### src/inc/rcl_map.vh
// Register offsets, field positions, reset values and timing figures for the cycle limiter
`ifndef RCL_MAP_VH
`define RCL_MAP_VH

// Register offsets
`define RCL_OFS_LIMIT_LOW      8'h48
`define RCL_OFS_RISE_OFFSET    8'h49

// Field positions
`define RCL_LIMIT_NIB_HI       7
`define RCL_LIMIT_NIB_LO       4
`define RCL_OFFSET_SIGN_BIT    7

// Reset values
`define RCL_LIMIT_LOW_RST      8'h00
`define RCL_RISE_OFFSET_RST    8'h00
`define RCL_RDATA_UNMAPPED     8'h00

// Timing, in ns, except RCL_LEAD_SPAN, which counts 5 ns units
`define RCL_UNIT_NS            16'h0005
`define RCL_CLK_PERIOD_NS      17'h00004
`define RCL_LEAD_SPAN          9'h100
`define RCL_NS_ZERO            16'h0000

`endif

### src/hdl/rcl_cycle_gen.v
// Resonant-mode minimum cycle limit and third output rising-edge offset generator
//
// Operation
// - Limit-low upper nibble holds four limit LSBs
// - Limit is high register then this nibble
// - Each limit unit is 5 ns period
// - Never switch faster than the minimum cycle
// - Rise offset applies only in resonant mode
// - Offset register steps rise by 5 ns
// - Codes 0x00-0x7F: rise trails the midpoint
// - Codes 0x80-0xFF: rise leads the midpoint
// - Lead equals 256 minus code, times 5 ns
`timescale 1ns/1ps
`include "rcl_map.vh"

module rcl_cycle_gen
(
   input wire core_clk_i,                 // 250 MHz core clock
   input wire sys_rst_i,                  // Synchronous reset, active high
   input wire ce_i,                       // Clock enable, freezes all state when low
   input wire [7:0] reg_addr_i,           // Register offset
   input wire reg_wr_i,                   // Register write strobe
   input wire [7:0] reg_wdata_i,          // Register write data
   input wire reg_rd_i,                   // Register read strobe
   output reg [7:0] reg_rdata_o,          // Register read data
   input wire [7:0] limit_high_i,         // Eight MSBs of cycle limit, companion register
   input wire [11:0] period_req_i,        // Requested period from the loop, 5 ns units
   input wire resonant_mode_i,            // Resonant mode active
   output reg third_switch_output_o,      // Third switch drive output
   output reg cycle_start_o,              // One-cycle pulse at each switching cycle start
   output reg [15:0] cycle_period_ns_o    // Period in force for the current cycle, ns
);

   // ************************************************************
   // Helpers
   // ************************************************************
   function [15:0] units_to_ns;
      input [11:0] units;
      begin
         units_to_ns = {4'h0, units} * `RCL_UNIT_NS;
      end
   endfunction

   // ************************************************************
   // Address decode
   // ************************************************************
   localparam SEL_LIMIT = 0;
   localparam SEL_OFFSET = 1;

   // One select bit per mapped register, shared by write and read paths
   function [1:0] reg_sel;
      input [7:0] addr;
      begin
         reg_sel = 2'h0;
         if (addr == `RCL_OFS_LIMIT_LOW)
         begin
            reg_sel[SEL_LIMIT] = 1'b1;
         end
         if (addr == `RCL_OFS_RISE_OFFSET)
         begin
            reg_sel[SEL_OFFSET] = 1'b1;
         end
      end
   endfunction

   // ************************************************************
   // Registers
   // ************************************************************
   reg [7:0] limit_low_r;
   reg [7:0] rise_offset_r;
   reg [7:0] rd_mux;
   wire [1:0] wr_sel;
   wire [1:0] rd_sel;

   assign wr_sel = reg_wr_i ? reg_sel(reg_addr_i) : 2'h0;
   assign rd_sel = reg_sel(reg_addr_i);

   always @(posedge core_clk_i)
   begin
      if (sys_rst_i)
      begin
         limit_low_r <= `RCL_LIMIT_LOW_RST;
      end
      else if (ce_i && wr_sel[SEL_LIMIT])
      begin
         // Reserved low nibble is stored so it reads back as written
         limit_low_r <= reg_wdata_i;
      end
   end

   always @(posedge core_clk_i)
   begin
      if (sys_rst_i)
      begin
         rise_offset_r <= `RCL_RISE_OFFSET_RST;
      end
      else if (ce_i && wr_sel[SEL_OFFSET])
      begin
         rise_offset_r <= reg_wdata_i;
      end
   end

   // Read returns the value held before a same-cycle write
   always @*
   begin
      rd_mux = `RCL_RDATA_UNMAPPED;
      if (rd_sel[SEL_LIMIT])
      begin
         rd_mux = limit_low_r;
      end
      else if (rd_sel[SEL_OFFSET])
      begin
         rd_mux = rise_offset_r;
      end
   end

   always @(posedge core_clk_i)
   begin
      if (sys_rst_i)
      begin
         reg_rdata_o <= `RCL_RDATA_UNMAPPED;
      end
      else if (ce_i && reg_rd_i)
      begin
         reg_rdata_o <= rd_mux;
      end
   end

   // ************************************************************
   // Period selection
   // ************************************************************
   wire [11:0] limit_units;
   wire [11:0] eff_units;
   wire [15:0] eff_ns;

   // Reserved nibble is never read into the timing path
   assign limit_units = {limit_high_i,
                         limit_low_r[`RCL_LIMIT_NIB_HI:`RCL_LIMIT_NIB_LO]};
   assign eff_units = (period_req_i < limit_units) ? limit_units : period_req_i;
   assign eff_ns = units_to_ns(eff_units);

   // ************************************************************
   // Rising edge placement
   // ************************************************************
   reg [16:0] rise_calc;
   reg [15:0] rise_ns;
   wire [8:0] lead_units;
   wire [15:0] trail_ns;
   wire [15:0] lead_ns;
   wire [15:0] mid_ns;

   assign mid_ns = {1'b0, eff_ns[15:1]};
   assign lead_units = `RCL_LEAD_SPAN - {1'b0, rise_offset_r};
   assign trail_ns = units_to_ns({4'h0, rise_offset_r});
   assign lead_ns = units_to_ns({3'h0, lead_units});

   always @*
   begin
      if (!resonant_mode_i)
      begin
         rise_calc = {1'b0, mid_ns};
      end
      else if (rise_offset_r[`RCL_OFFSET_SIGN_BIT])
      begin
         rise_calc = {1'b0, mid_ns} - {1'b0, lead_ns};
      end
      else
      begin
         rise_calc = {1'b0, mid_ns} + {1'b0, trail_ns};
      end
      // Clamp into the cycle so a large lead or trail never wraps
      if (rise_calc[16] && rise_offset_r[`RCL_OFFSET_SIGN_BIT] && resonant_mode_i)
      begin
         rise_ns = `RCL_NS_ZERO;
      end
      else if (rise_calc[15:0] > eff_ns)
      begin
         rise_ns = eff_ns;
      end
      else
      begin
         rise_ns = rise_calc[15:0];
      end
   end

   // ************************************************************
   // Cycle timer
   // ************************************************************
   reg [15:0] t_ns_r;
   reg [15:0] period_ns_r;
   reg [15:0] rise_ns_r;
   wire [16:0] t_next;
   wire cycle_end;

   assign t_next = {1'b0, t_ns_r} + `RCL_CLK_PERIOD_NS;
   // A zero period after reset ends the first cycle at once and loads settings
   // End only once the full period has elapsed, rounding up to whole clocks
   assign cycle_end = (t_next >= {1'b0, period_ns_r});

   always @(posedge core_clk_i)
   begin
      if (sys_rst_i)
      begin
         t_ns_r <= `RCL_NS_ZERO;
         period_ns_r <= `RCL_NS_ZERO;
         rise_ns_r <= `RCL_NS_ZERO;
         third_switch_output_o <= 1'b0;
         cycle_start_o <= 1'b0;
         cycle_period_ns_o <= `RCL_NS_ZERO;
      end
      else if (ce_i)
      begin
         cycle_start_o <= cycle_end;
         if (cycle_end)
         begin
            // Settings are sampled once per cycle so edges stay consistent
            t_ns_r <= `RCL_NS_ZERO;
            period_ns_r <= eff_ns;
            rise_ns_r <= rise_ns;
            cycle_period_ns_o <= eff_ns;
            third_switch_output_o <= (rise_ns == `RCL_NS_ZERO) && (eff_ns != `RCL_NS_ZERO);
         end
         else
         begin
            t_ns_r <= t_next[15:0];
            third_switch_output_o <= (t_next[15:0] >= rise_ns_r);
         end
      end
   end

endmodule

### config.mk
export PLATFORM = sky130hd
export DESIGN_NAME = rcl_cycle_gen
export DESIGN_NICKNAME = d
export VERILOG_FILES = /design/src/hdl/rcl_cycle_gen.v
export VERILOG_INCLUDE_DIRS = /design/src /design/src/inc
export SDC_FILE = /design/constraint.sdc
export NUM_CORES = 1
export LEC_CHECK = 0
export BUFFER_PORTS_ARGS = -buffer_cell sky130_fd_sc_hd__buf_4
export CAP_MARGIN = 20
export CELL_PAD_IN_SITES_DETAIL_PLACEMENT = 0
export CELL_PAD_IN_SITES_GLOBAL_PLACEMENT = 1
export CORE_MARGIN = 2
export CORE_UTILIZATION = 47
export CTS_BUF_LIST = sky130_fd_sc_hd__clkbuf_8
export DETAILED_ROUTE_END_ITERATION = 8
export PLACE_DENSITY = 0.8
export REMOVE_ABC_BUFFERS = 1
export SYNTH_ARGS = -nofsm -noshare
export SYNTH_HDL_FRONTEND = slang
export SYNTH_SLANG_ARGS = --single-unit
### constraint.sdc
create_clock -name core_clk_i -period 9.9 [get_ports core_clk_i]
set_input_delay 0.495 -clock core_clk_i [delete_from_list [all_inputs] [get_ports core_clk_i]]
set_output_delay 0.495 -clock core_clk_i [all_outputs]
set_load 0.05 [all_outputs]
==> flow_summary_export.csv, run 1 <==
group,metric,value,unit
global_route,grt_pass1_vias,6430,
floorplan,num_io_pins,68,
clock_network,path_clk_slew,90,ps
clock_network,h-tree-depth,3,
sta,post-route-period-util,91.6,%
sta,fin_tns_setup,0,ps
pwr,pwr-share-clk,13.1,%
yosys,ys_seq_area_share,20.2,%
clock_network,clock_sinks,71,
floorplan,die_y,126,um
yosys,yosysWarnings,0,
global_route,antenna_found_initial,0,
hold_path,hp-class,"input pin to flop",
yosys,yosys_register_bits,71,
pwr,combPwrFrac,65.8,%
finish,final_util,54.6,%
yosys,async_flop_share,0,%
clock_network,cts_setup_buffers,0,
detailed_routing,drt_iter0_drc,283,
placement,placed_cells,1106,
finish,mostFrequentLayoutCells,"113 x ha_1, 105 x nor2_1, 103 x inv_1",
pwr,p_int,0.000860,W
detailed_routing,drc,0,
clock_network,clk_latency,380,ps
finish,drive_above_1_share,13.9,%
sta,hold_viol_final,0,
setup_path,arrival,9320,ps
sta,finalCriticalPeriod,9070,ps
placement,dp_slack,146,ps
yosys,syn_inst,865,
pwr,vdd_drop_max,0.102,mV
detailed_routing,drt_pass1_iterations,6,
setup_path,worstSetupEndpointType,"flop",
yosys,yosys_most_used_dff,"dfxtp_1",
yosys,synth_edf_count,0,
yosys,synth_xor_area_share,5.84,%
pwr,leakagePower,3.71,nW
sta,worst_pin_slew,931,ps
global_route,grt.overflow.total,0,
sta,fin_ws,832,ps
yosys,synthAdderAreaFrac,24.7,%
finish,nets,1104,
finish,syn2layout_area_growth,13.3,%
yosys,synth_top_family_by_area,"adder cells",
finish,final_common_cell,"ha_1",
sta,rsz0062_at_grt,"false",
setup_path,cpPeakStageDelay,570,ps
clock_network,cts_buffers,9,
clock_network,clockBufferDepth,2,
floorplan,core,14600,um2
yosys,netlist_area,7030,um2
setup_path,cp.required,10160,ps
finish,fin_cells,1122,
pwr,seqPwrFrac,21.1,%
placement,portBuffers,66,
floorplan,die_area,15900,um2
detailed_routing,antenna_left,0,
sta,setup_viol,0,
pwr,switchingPower,0.000884,W
sta,slew_violations,0,
floorplan,initial_core_util,48.2,%
sta,skew,16.6,ps
setup_path,critPathMostFrequentCell,"ha_1",
sta,slew_headroom,37.7,%
finish,seqCellArea,1420,um2
yosys,synthMuxAreaShare,6.54,%
clock_network,cts_hold_buffers,0,
setup_path,crit_slowest_cell,"fa_1",
pwr,power_density,219,nW/um2
finish,diodes,0,
clock_network,clockRootBuffer,"clkbuf_8",
yosys,yosysUniqueCellTypes,72,
setup_path,cp_max_fo,24,
setup_path,path_class,"flop to flop",
setup_path,cp-start-kind,"flop",
placement,dp_hpwl,15600,um
finish,fillers,1416,
clock_network,cts_tree,"done",
detailed_routing,routed_wl,19200,um
finish,multi_input_area,5130,um2
outcome,run_status,"finished clean",
job,maxCapViolations,0,
global_route,grt_pass1_wl,31800,um
floorplan,fp.dieW,126,um
sta,timing.fmax,0.110,GHz
yosys,synth_compound_area_share,18.9,%
yosys,synth_simple_gate_area_share,16.8,%
detailed_routing,wire_per_inst,17.2,um
floorplan,num_rows,44,
detailed_routing,viasPerCell,5.65,
global_route,grt_max_degree,52,
clock_network,cts-resized-gates,0,
detailed_routing,num_vias,6344,
pwr,switching_share,50.7,%
placement,place.gp.congestion,0.909,
global_route,track_usage,24.7,%
yosys,postSynthAreaPerCell,8.12,um2
-- cell families (layout without fill, tap and decap cells) --
logic type,after synthesis,after routing
fa+ha+maj,129,129
buf+inv,128,201
xor+xnor,46,46
mux,44,44
simple gates,252,252
other cells,1,1
compound gates,194,194
flops,71,71
-- cell usage after synthesis (all sizes together) (7+ instances only) --
cell type	number	area [um2]
nor3	12	65.1
inv	104	393
a211oi	14	105
ha	113	1410
mux2	12	135
nand2	50	188
a21oi	54	270
nand4	8	50.1
dfxtp	71	1420
a22o	12	105
clkbuf	17	63.8
nand2b	10	62.6
xnor2	23	201
nor2	108	415
nand3	21	105
and3	7	43.8
o21ai	35	175
o21a	9	67.6
fa	16	320
mux2i	32	324
xor2	23	209
a21o	15	113
a22oi	14	105
-- metrics by stage --
step / power [W] / cell area (um2) / hold slack [ps]
after global placement: 0.00150 / 7760 / 445
after CTS: 0.00175 / 7950 / 343
after floorplan: 0.00117 / 6930 / 425
after global routing: 0.00191 / 7960 / 362
after detailed placement: 0.00151 / 7760 / 445
final: 0.00174 / 7960 / 358
-- final timing paths --
kind	from	slack, ps	cells after the start	to
setup / recovery	limit_low_r[5]$_SDFFE_PP0P_	830	33	rise_ns_r[1]$_SDFFE_PP0P_
setup reg to reg	limit_low_r[5]$_SDFFE_PP0P_	830	33	rise_ns_r[1]$_SDFFE_PP0P_
hold / removal	reg_wdata_i[1]	360	3	rise_offset_r[1]$_SDFFE_PP0P_
hold reg to reg	rise_ns_r[3]$_SDFFE_PP0P_	460	2	rise_ns_r[3]$_SDFFE_PP0P_
-- layout make-up --
cell class	count	share of cell area, %
well taps	184	2.89
clock buffers	9	1.56
clock inverters	7	0.770
repair buffers	80	7.54
inverters	105	4.98
flip-flops and latches	71	17.9
multi-input cells	666	64.4
-- layer usage --
metal / part of all wire, % / routed length (um) / GRT usage (%) / vias to the layer above
met5: 0 / 0 / 0 / -
met4: 2.2 / 420 / 7.24 / 0
met3: 3.5 / 666 / 3.82 / 37
met2: 50 / 9710 / 45.4 / 144
met1: 44 / 8450 / 29.5 / 2988
li1: - / - / - / 3175
-- registers in the layout, summed over array words and instances (netlist names) --
name and count:
reg_rdata_o 8, cycle_period_ns_o 15, t_ns_r 14, cycle_start_o 1, limit_low_r 8, rise_ns_r 16, rise_offset_r 8, third_switch_output_o 1
-- power by group through the flow --
stage / Clock (W) / Sequential [W] / Combinational (W)
after floorplan: 0 / 0.000444 / 0.000722
after global placement: 0 / 0.000373 / 0.00113
after detailed placement: 0 / 0.000376 / 0.00114
after CTS: 0.000235 / 0.000369 / 0.00115
after global routing: 0.000246 / 0.000375 / 0.00128
final: 0.000228 / 0.000368 / 0.00115
-- critical path: cells and delay by family, from the launching register on --
family / cells / cell delay, ps
and+or+nand+nor: 9 / 2420
AOI/OAI and AO/OA: 10 / 2290
adders and majority gates: 6 / 2170
muxes: 2 / 830
buffers and inverters: 4 / 460
xor gates and xnor gates: 2 / 400
DFF: 1 / 380
(Power assumes the default switching activity.)
==> inputs of run 2 (changes only) <==
BUFFER_PORTS_ARGS = unset   (was -buffer_cell sky130_fd_sc_hd__buf_4)
DONT_BUFFER_PORTS = 1   (was unset)
PLACE_DENSITY = 0.74   (was 0.8)
==> run 2 against run 1 <==
  * Design area is 5.9% lower
  * Register-to-register slack better by 20 ps
  * Cell count is 6.1% lower
  * Non-clock buffer count is 68 lower
  * Critical path depth is 4 higher
  * Combinational power is 12% lower
  * Total power is 1.2% lower
  * Routed wire length is 2.5% lower
  * Maximum frequency is 0.12% lower
  * Critical endpoint is now rise_ns_r[9]$_SDFFE_PP0P_
  * Largest power group unchanged
  * Highest routed layer unchanged
==> flow_summary_export.csv, run 2 (same netlist as run 1, synthesis figures left out) <==
group,metric,value,unit
setup_path,crit_start,"limit_high_i[7]",
setup_path,crit_slowest_cell,"fa_1",
setup_path,r2r-end,"rise_ns_r[9]$_SDFFE_PP0P_",
sta,slew_violations,0,
placement,portBuffers,0,
floorplan,core,14600,um2
clock_network,cts_buffers,9,
detailed_routing,wire_per_inst,17.8,um
pwr,power_density,230,nW/um2
clock_network,clockBufferDepth,2,
global_route,track_usage,24.0,%
global_route,grt.overflow.total,0,
pwr,switchingPower,0.000849,W
placement,place.gp.congestion,0.946,
sta,post-route-period-util,91.7,%
pwr,vdd_drop_max,0.131,mV
clock_network,h-tree-depth,3,
finish,final_common_cell,"ha_1",
finish,top_register,"rise_ns_r",
setup_path,cp-start-kind,"input pin",
clock_network,cts_tree,"done",
sta,setup_viol,0,
global_route,grt_pass1_vias,6173,
sta,timing.fmax,0.110,GHz
finish,seqCellArea,1420,um2
pwr,seqPwrFrac,26.1,%
clock_network,cts-resized-gates,0,
pwr,combPwrFrac,58.4,%
global_route,grt_max_degree,52,
setup_path,reg2reg_from,"limit_low_r[5]$_SDFFE_PP0P_",
sta,finalCriticalPeriod,9080,ps
setup_path,critPathMostFrequentCell,"ha_1",
clock_network,cts_hold_buffers,0,
detailed_routing,antenna_left,0,
floorplan,num_io_pins,68,
sta,slew_headroom,36.6,%
floorplan,num_rows,44,
sta,worst_pin_slew,947,ps
pwr,leakagePower,3.39,nW
hold_path,hp-class,"input pin to flop",
hold_path,worstHoldStart,"sys_rst_i",
finish,final_util,51.4,%
floorplan,die_area,15900,um2
detailed_routing,drt_iter0_drc,237,
setup_path,worst-path-buf-inv,4,
clock_network,clock_sinks,71,
clock_network,cts_setup_buffers,0,
setup_path,reg2reg_slack,850,ps
setup_path,arrival,9340,ps
detailed_routing,drc,0,
pwr,p_int,0.000873,W
setup_path,r2r_cells,36,
outcome,run_status,"finished clean",
global_route,grt_pass1_wl,30700,um
sta,rsz0062_at_grt,"false",
sta,skew,12.4,ps
clock_network,clockRootBuffer,"clkbuf_8",
sta,hold_viol_final,0,
setup_path,cp.required,10170,ps
detailed_routing,viasPerCell,5.77,
finish,nets,1036,
placement,dp_hpwl,15300,um
detailed_routing,num_vias,6083,
finish,multi_input_area,5130,um2
clock_network,clk_latency,370,ps
pwr,switching_share,49.3,%
clock_network,path_clk_slew,80,ps
hold_path,hold_end,"reg_rdata_o[4]$_SDFFE_PP0P_",
floorplan,die_y,126,um
finish,fillers,1402,
floorplan,fp.dieW,126,um
floorplan,initial_core_util,48.2,%
finish,fin_cells,1054,
setup_path,path_delay_family,"compound AO/OA/AOI/OAI gates",
global_route,antenna_found_initial,0,
pwr,pwr-share-clk,15.5,%
hold_path,hold_depth,1,
detailed_routing,routed_wl,18800,um
finish,largest_reg_flops,16,
setup_path,cp_max_fo,14,
finish,mostFrequentLayoutCells,"113 x ha_1, 105 x nor2_1, 103 x inv_1",
finish,drive_above_1_share,7.13,%
placement,placed_cells,1038,
finish,diodes,0,
setup_path,worstSetupEndpointType,"flop",
finish,syn2layout_area_growth,6.66,%
detailed_routing,drt_pass1_iterations,5,
setup_path,cpPeakStageDelay,580,ps
job,maxCapViolations,0,
finish,top_regs,"rise_ns_r x16, cycle_period_ns_o x15, t_ns_r x14",
setup_path,path_class,"input pin to flop",
sta,fin_tns_setup,0,ps
==> run 2: cell count changes in the layout (fill, tap and decap cells not counted), sizes merged <==
cell      change
inv           -2
buf          -68
clkbuf        +1
clkinvlp      -1
bufinv        +2
==> run 2: metrics by stage <==
step	hold slack [ps]	setup slack [ps]	cell area, um2	total power [W]
2_1_floorplan	425	1100	6930	0.00117
3_3_place_gp	436	504	7250	0.00144
3_5_place_dp	441	257	7250	0.00145
4_1_cts	175	279	7480	0.00173
5_1_grt	174	142	7490	0.00189
6_report	197	821	7490	0.00172
==> run 2: metal layers <==
layer / vias up / wire (um) / GRT usage, %
met5: - / 0 / 0
met4: 0 / 549 / 8.60
met3: 35 / 783 / 4.55
met2: 136 / 9480 / 44.0
met1: 2869 / 7960 / 27.6
li1: 3043 / - / -
==> run 2: worst max-delay path by stage <==
stage                     slack [ps]  depth (start not counted)                        end
after global placement           500                         37  rise_ns_r[9]$_SDFFE_PP0P_
after CTS                        280                         36  rise_ns_r[9]$_SDFFE_PP0P_
final                            820                         37  rise_ns_r[9]$_SDFFE_PP0P_
after floorplan                 1100                         36  rise_ns_r[1]$_SDFFE_PP0P_
after global routing             140                         35  rise_ns_r[9]$_SDFFE_PP0P_
after detailed placement         260                         37  rise_ns_r[9]$_SDFFE_PP0P_
==> run 2: power by group through the flow <==
stage / Clock, W / Sequential, W / Combinational, W
after global routing: 0.000285 / 0.000456 / 0.00115
after global placement: 0 / 0.000456 / 0.000981
final: 0.000267 / 0.000449 / 0.00101
after floorplan: 0 / 0.000444 / 0.000722
after detailed placement: 0 / 0.000457 / 0.000998
after CTS: 0.000276 / 0.000450 / 0.00100
==> run 2: area by class of cell <==
| type | count | area share, % |
|---|---|---|
| Timing Repair Buffer | 12 | 1.20 |
| Multi-Input combinational cell | 666 | 68.4 |
| Sequential cell | 71 | 19.0 |
| Inverter | 105 | 5.29 |
| Clock inverter | 6 | 1.20 |
| Clock buffer | 10 | 1.84 |
| Tap cell | 184 | 3.07 |
==> run 2: worst reg2reg max path: cells and delay by family (launching register included) <==
family | cells | cell delay, ps
AO/OA/AOI/OAI | 14 | 3540
XOR/XNOR | 2 | 380
adder cells (fa/ha/maj) | 6 | 2170
buffers and inverters | 4 | 610
flip-flops | 1 | 370
multiplexers | 3 | 630
AND/OR/NAND/NOR | 7 | 1250
==> inputs of run 3 (changes only) <==
CORE_UTILIZATION = 50   (was 47)
PLACE_DENSITY = 0.79   (was 0.74)
REMOVE_ABC_BUFFERS = unset   (was 1)
==> run 3 against run 2 <==
  * Critical path depth fell by 1
  * Combinational power hardly changed
  * Global-route usage is 2.1 points higher
  * Flip-flop and latch count stayed put
  * Worst setup slack worse by 150 ps
  * Sequential share of layout area increased by 0.073 points
  * Count of clock-buffer cells in the layout unchanged
  * Die area shrank 5.8%
==> flow_summary_export.csv, run 3 (same netlist as run 1, synthesis figures left out) <==
group,metric,value,unit
outcome,run_status,"finished clean",
detailed_routing,num_vias,6071,
global_route,track_usage,26.1,%
finish,top_register,"rise_ns_r",
sta,fin_ws,670,ps
setup_path,reg2reg_slack,670,ps
finish,largest_reg_flops,16,
hold_path,hold_depth,1,
pwr,vdd_drop_max,0.0866,mV
finish,final_common_cell,"ha_1",
setup_path,crit_slowest_cell,"a22oi_1",
finish,nets,1038,
hold_path,hp-class,"input pin to flop",
setup_path,arrival,9470,ps
global_route,antenna_found_initial,0,
floorplan,core,13800,um2
detailed_routing,wire_per_inst,18.0,um
hold_path,hold_end,"cycle_period_ns_o[11]$_SDFFE_PP0P_",
sta,worst_pin_slew,914,ps
floorplan,initial_core_util,50.8,%
pwr,leakagePower,3.38,nW
sta,fin_tns_setup,0,ps
finish,syn2layout_area_growth,6.25,%
pwr,power,0.00170,W
clock_network,cts_hold_buffers,0,
clock_network,cts_buffers,9,
sta,finalCriticalPeriod,9230,ps
detailed_routing,drt_iter0_drc,474,
setup_path,worstSetupEndpointType,"flop",
sta,slew_headroom,38.8,%
clock_network,cts-resized-gates,0,
global_route,grt_pass1_vias,5916,
floorplan,die_area,15000,um2
clock_network,clock_sinks,71,
clock_network,clockRootBuffer,"clkbuf_8",
detailed_routing,wl_met2,8690,um
sta,skew,8.13,ps
global_route,grt_max_degree,52,
global_route,grt_pass1_wl,30600,um
detailed_routing,viasPerCell,5.78,
detailed_routing,drt_pass1_iterations,5,
clock_network,clockBufferDepth,2,
clock_network,cts_setup_buffers,0,
job,maxCapViolations,0,
floorplan,die_y,123,um
detailed_routing,antenna_left,0,
clock_network,path_clk_slew,80,ps
floorplan,num_rows,43,
placement,dp_slack,373,ps
setup_path,path_class,"flop to flop",
clock_network,h-tree-depth,3,
sta,post-route-period-util,93.2,%
setup_path,r2r_cells,36,
sta,hold_viol_final,0,
sta,rsz0062_at_grt,"false",
placement,place.gp.congestion,0.985,
floorplan,fp.dieW,123,um
yosys,syn-num-nets,1036,
global_route,grt.overflow.total,0,
detailed_routing,routed-wl-met3,938,um
detailed_routing,routed_wl,18900,um
setup_path,cp.required,10140,ps
clock_network,clk_latency,350,ps
detailed_routing,drc,0,
sta,timing.fmax,0.108,GHz
pwr,power_density,228,nW/um2
setup_path,reg2reg_from,"limit_low_r[5]$_SDFFE_PP0P_",
setup_path,critPathMostFrequentCell,"ha_1",
finish,drive_above_1_share,7.12,%
sta,setup_viol,0,
setup_path,r2r-end,"rise_ns_r[0]$_SDFFE_PP0P_",
finish,diodes,0,
placement,portBuffers,0,
finish,mostFrequentLayoutCells,"113 x ha_1, 105 x nor2_1, 103 x inv_1",
sta,slew_violations,0,
setup_path,cpPeakStageDelay,530,ps
setup_path,cp-start-kind,"flop",
floorplan,num_io_pins,68,
clock_network,cts_tree,"done",
detailed_routing,topRoutingLayerUsed,"met4",
setup_path,cp_max_fo,13,
detailed_routing,wl_met1,8720,um
hold_path,worstHoldStart,"sys_rst_i",
placement,dp_hpwl,15500,um
finish,top_regs,"rise_ns_r x16, cycle_period_ns_o x15, t_ns_r x14",
## run 3: per-stage QoR
| stage | hold slack, ps | utilization [%] | std cells | area, um2 |
|---|---|---|---|---|
| floorplan | 425 | - | 865 | 7030 |
| global placement | 437 | 52.5 | 1036 | 7260 |
| detailed placement | 440 | 52.5 | 1036 | 7260 |
| CTS | 192 | 53.9 | 1051 | 7460 |
| global route | 190 | 54.0 | 1051 | 7460 |
| finish | 208 | 54.0 | 1051 | 7460 |
## run 3: routing by layer
metal / GRT usage, % / up-vias
met2: 43.2 / 157
met3: 4.74 / 29
met4: 7.33 / 0
met5: 0 / -
li1: - / 3046
met1: 34.7 / 2839
## run 3: area by class of cell
class	count	area [um2]
well taps	180	225
clock inverters	5	58.8
clock buffers	10	138
flip-flops and latches	71	1420
multi-input cells	666	5120
fillers	1339	6360
repair buffers	14	105
inverters	105	397
## run 3: how the worst max path moves through the flow
stage	from	end	slack, ps
2_1_floorplan	limit_high_i[7]	third_switch_output_o$_SDFFE_PP0P_	1210
3_3_place_gp	limit_low_r[5]$_SDFFE_PP0P_	rise_ns_r[0]$_SDFFE_PP0P_	560
3_5_place_dp	limit_low_r[5]$_SDFFE_PP0P_	rise_ns_r[0]$_SDFFE_PP0P_	370
4_1_cts	limit_low_r[5]$_SDFFE_PP0P_	rise_ns_r[0]$_SDFFE_PP0P_	320
5_1_grt	limit_low_r[5]$_SDFFE_PP0P_	rise_ns_r[0]$_SDFFE_PP0P_	10
6_report	limit_low_r[5]$_SDFFE_PP0P_	rise_ns_r[0]$_SDFFE_PP0P_	670
## run 3: critical path: cells and delay by family, from the launching register on
family / cells / cell delay, ps
adders and majority gates: 7 / 2430
DFF: 1 / 450
buffers and inverters: 3 / 510
xor gates and xnor gates: 2 / 360
and+or+nand+nor: 7 / 1320
AOI/OAI and AO/OA: 15 / 3550
muxes: 2 / 500
## run 3: report_power, final
group	internal [W]	switching, W	total, W
logic	0.000391	0.000625	0.00102
clock network	0.000122	0.000114	0.000235
registers	0.000335	0.000114	0.000449
total	0.000848	0.000852	0.00170
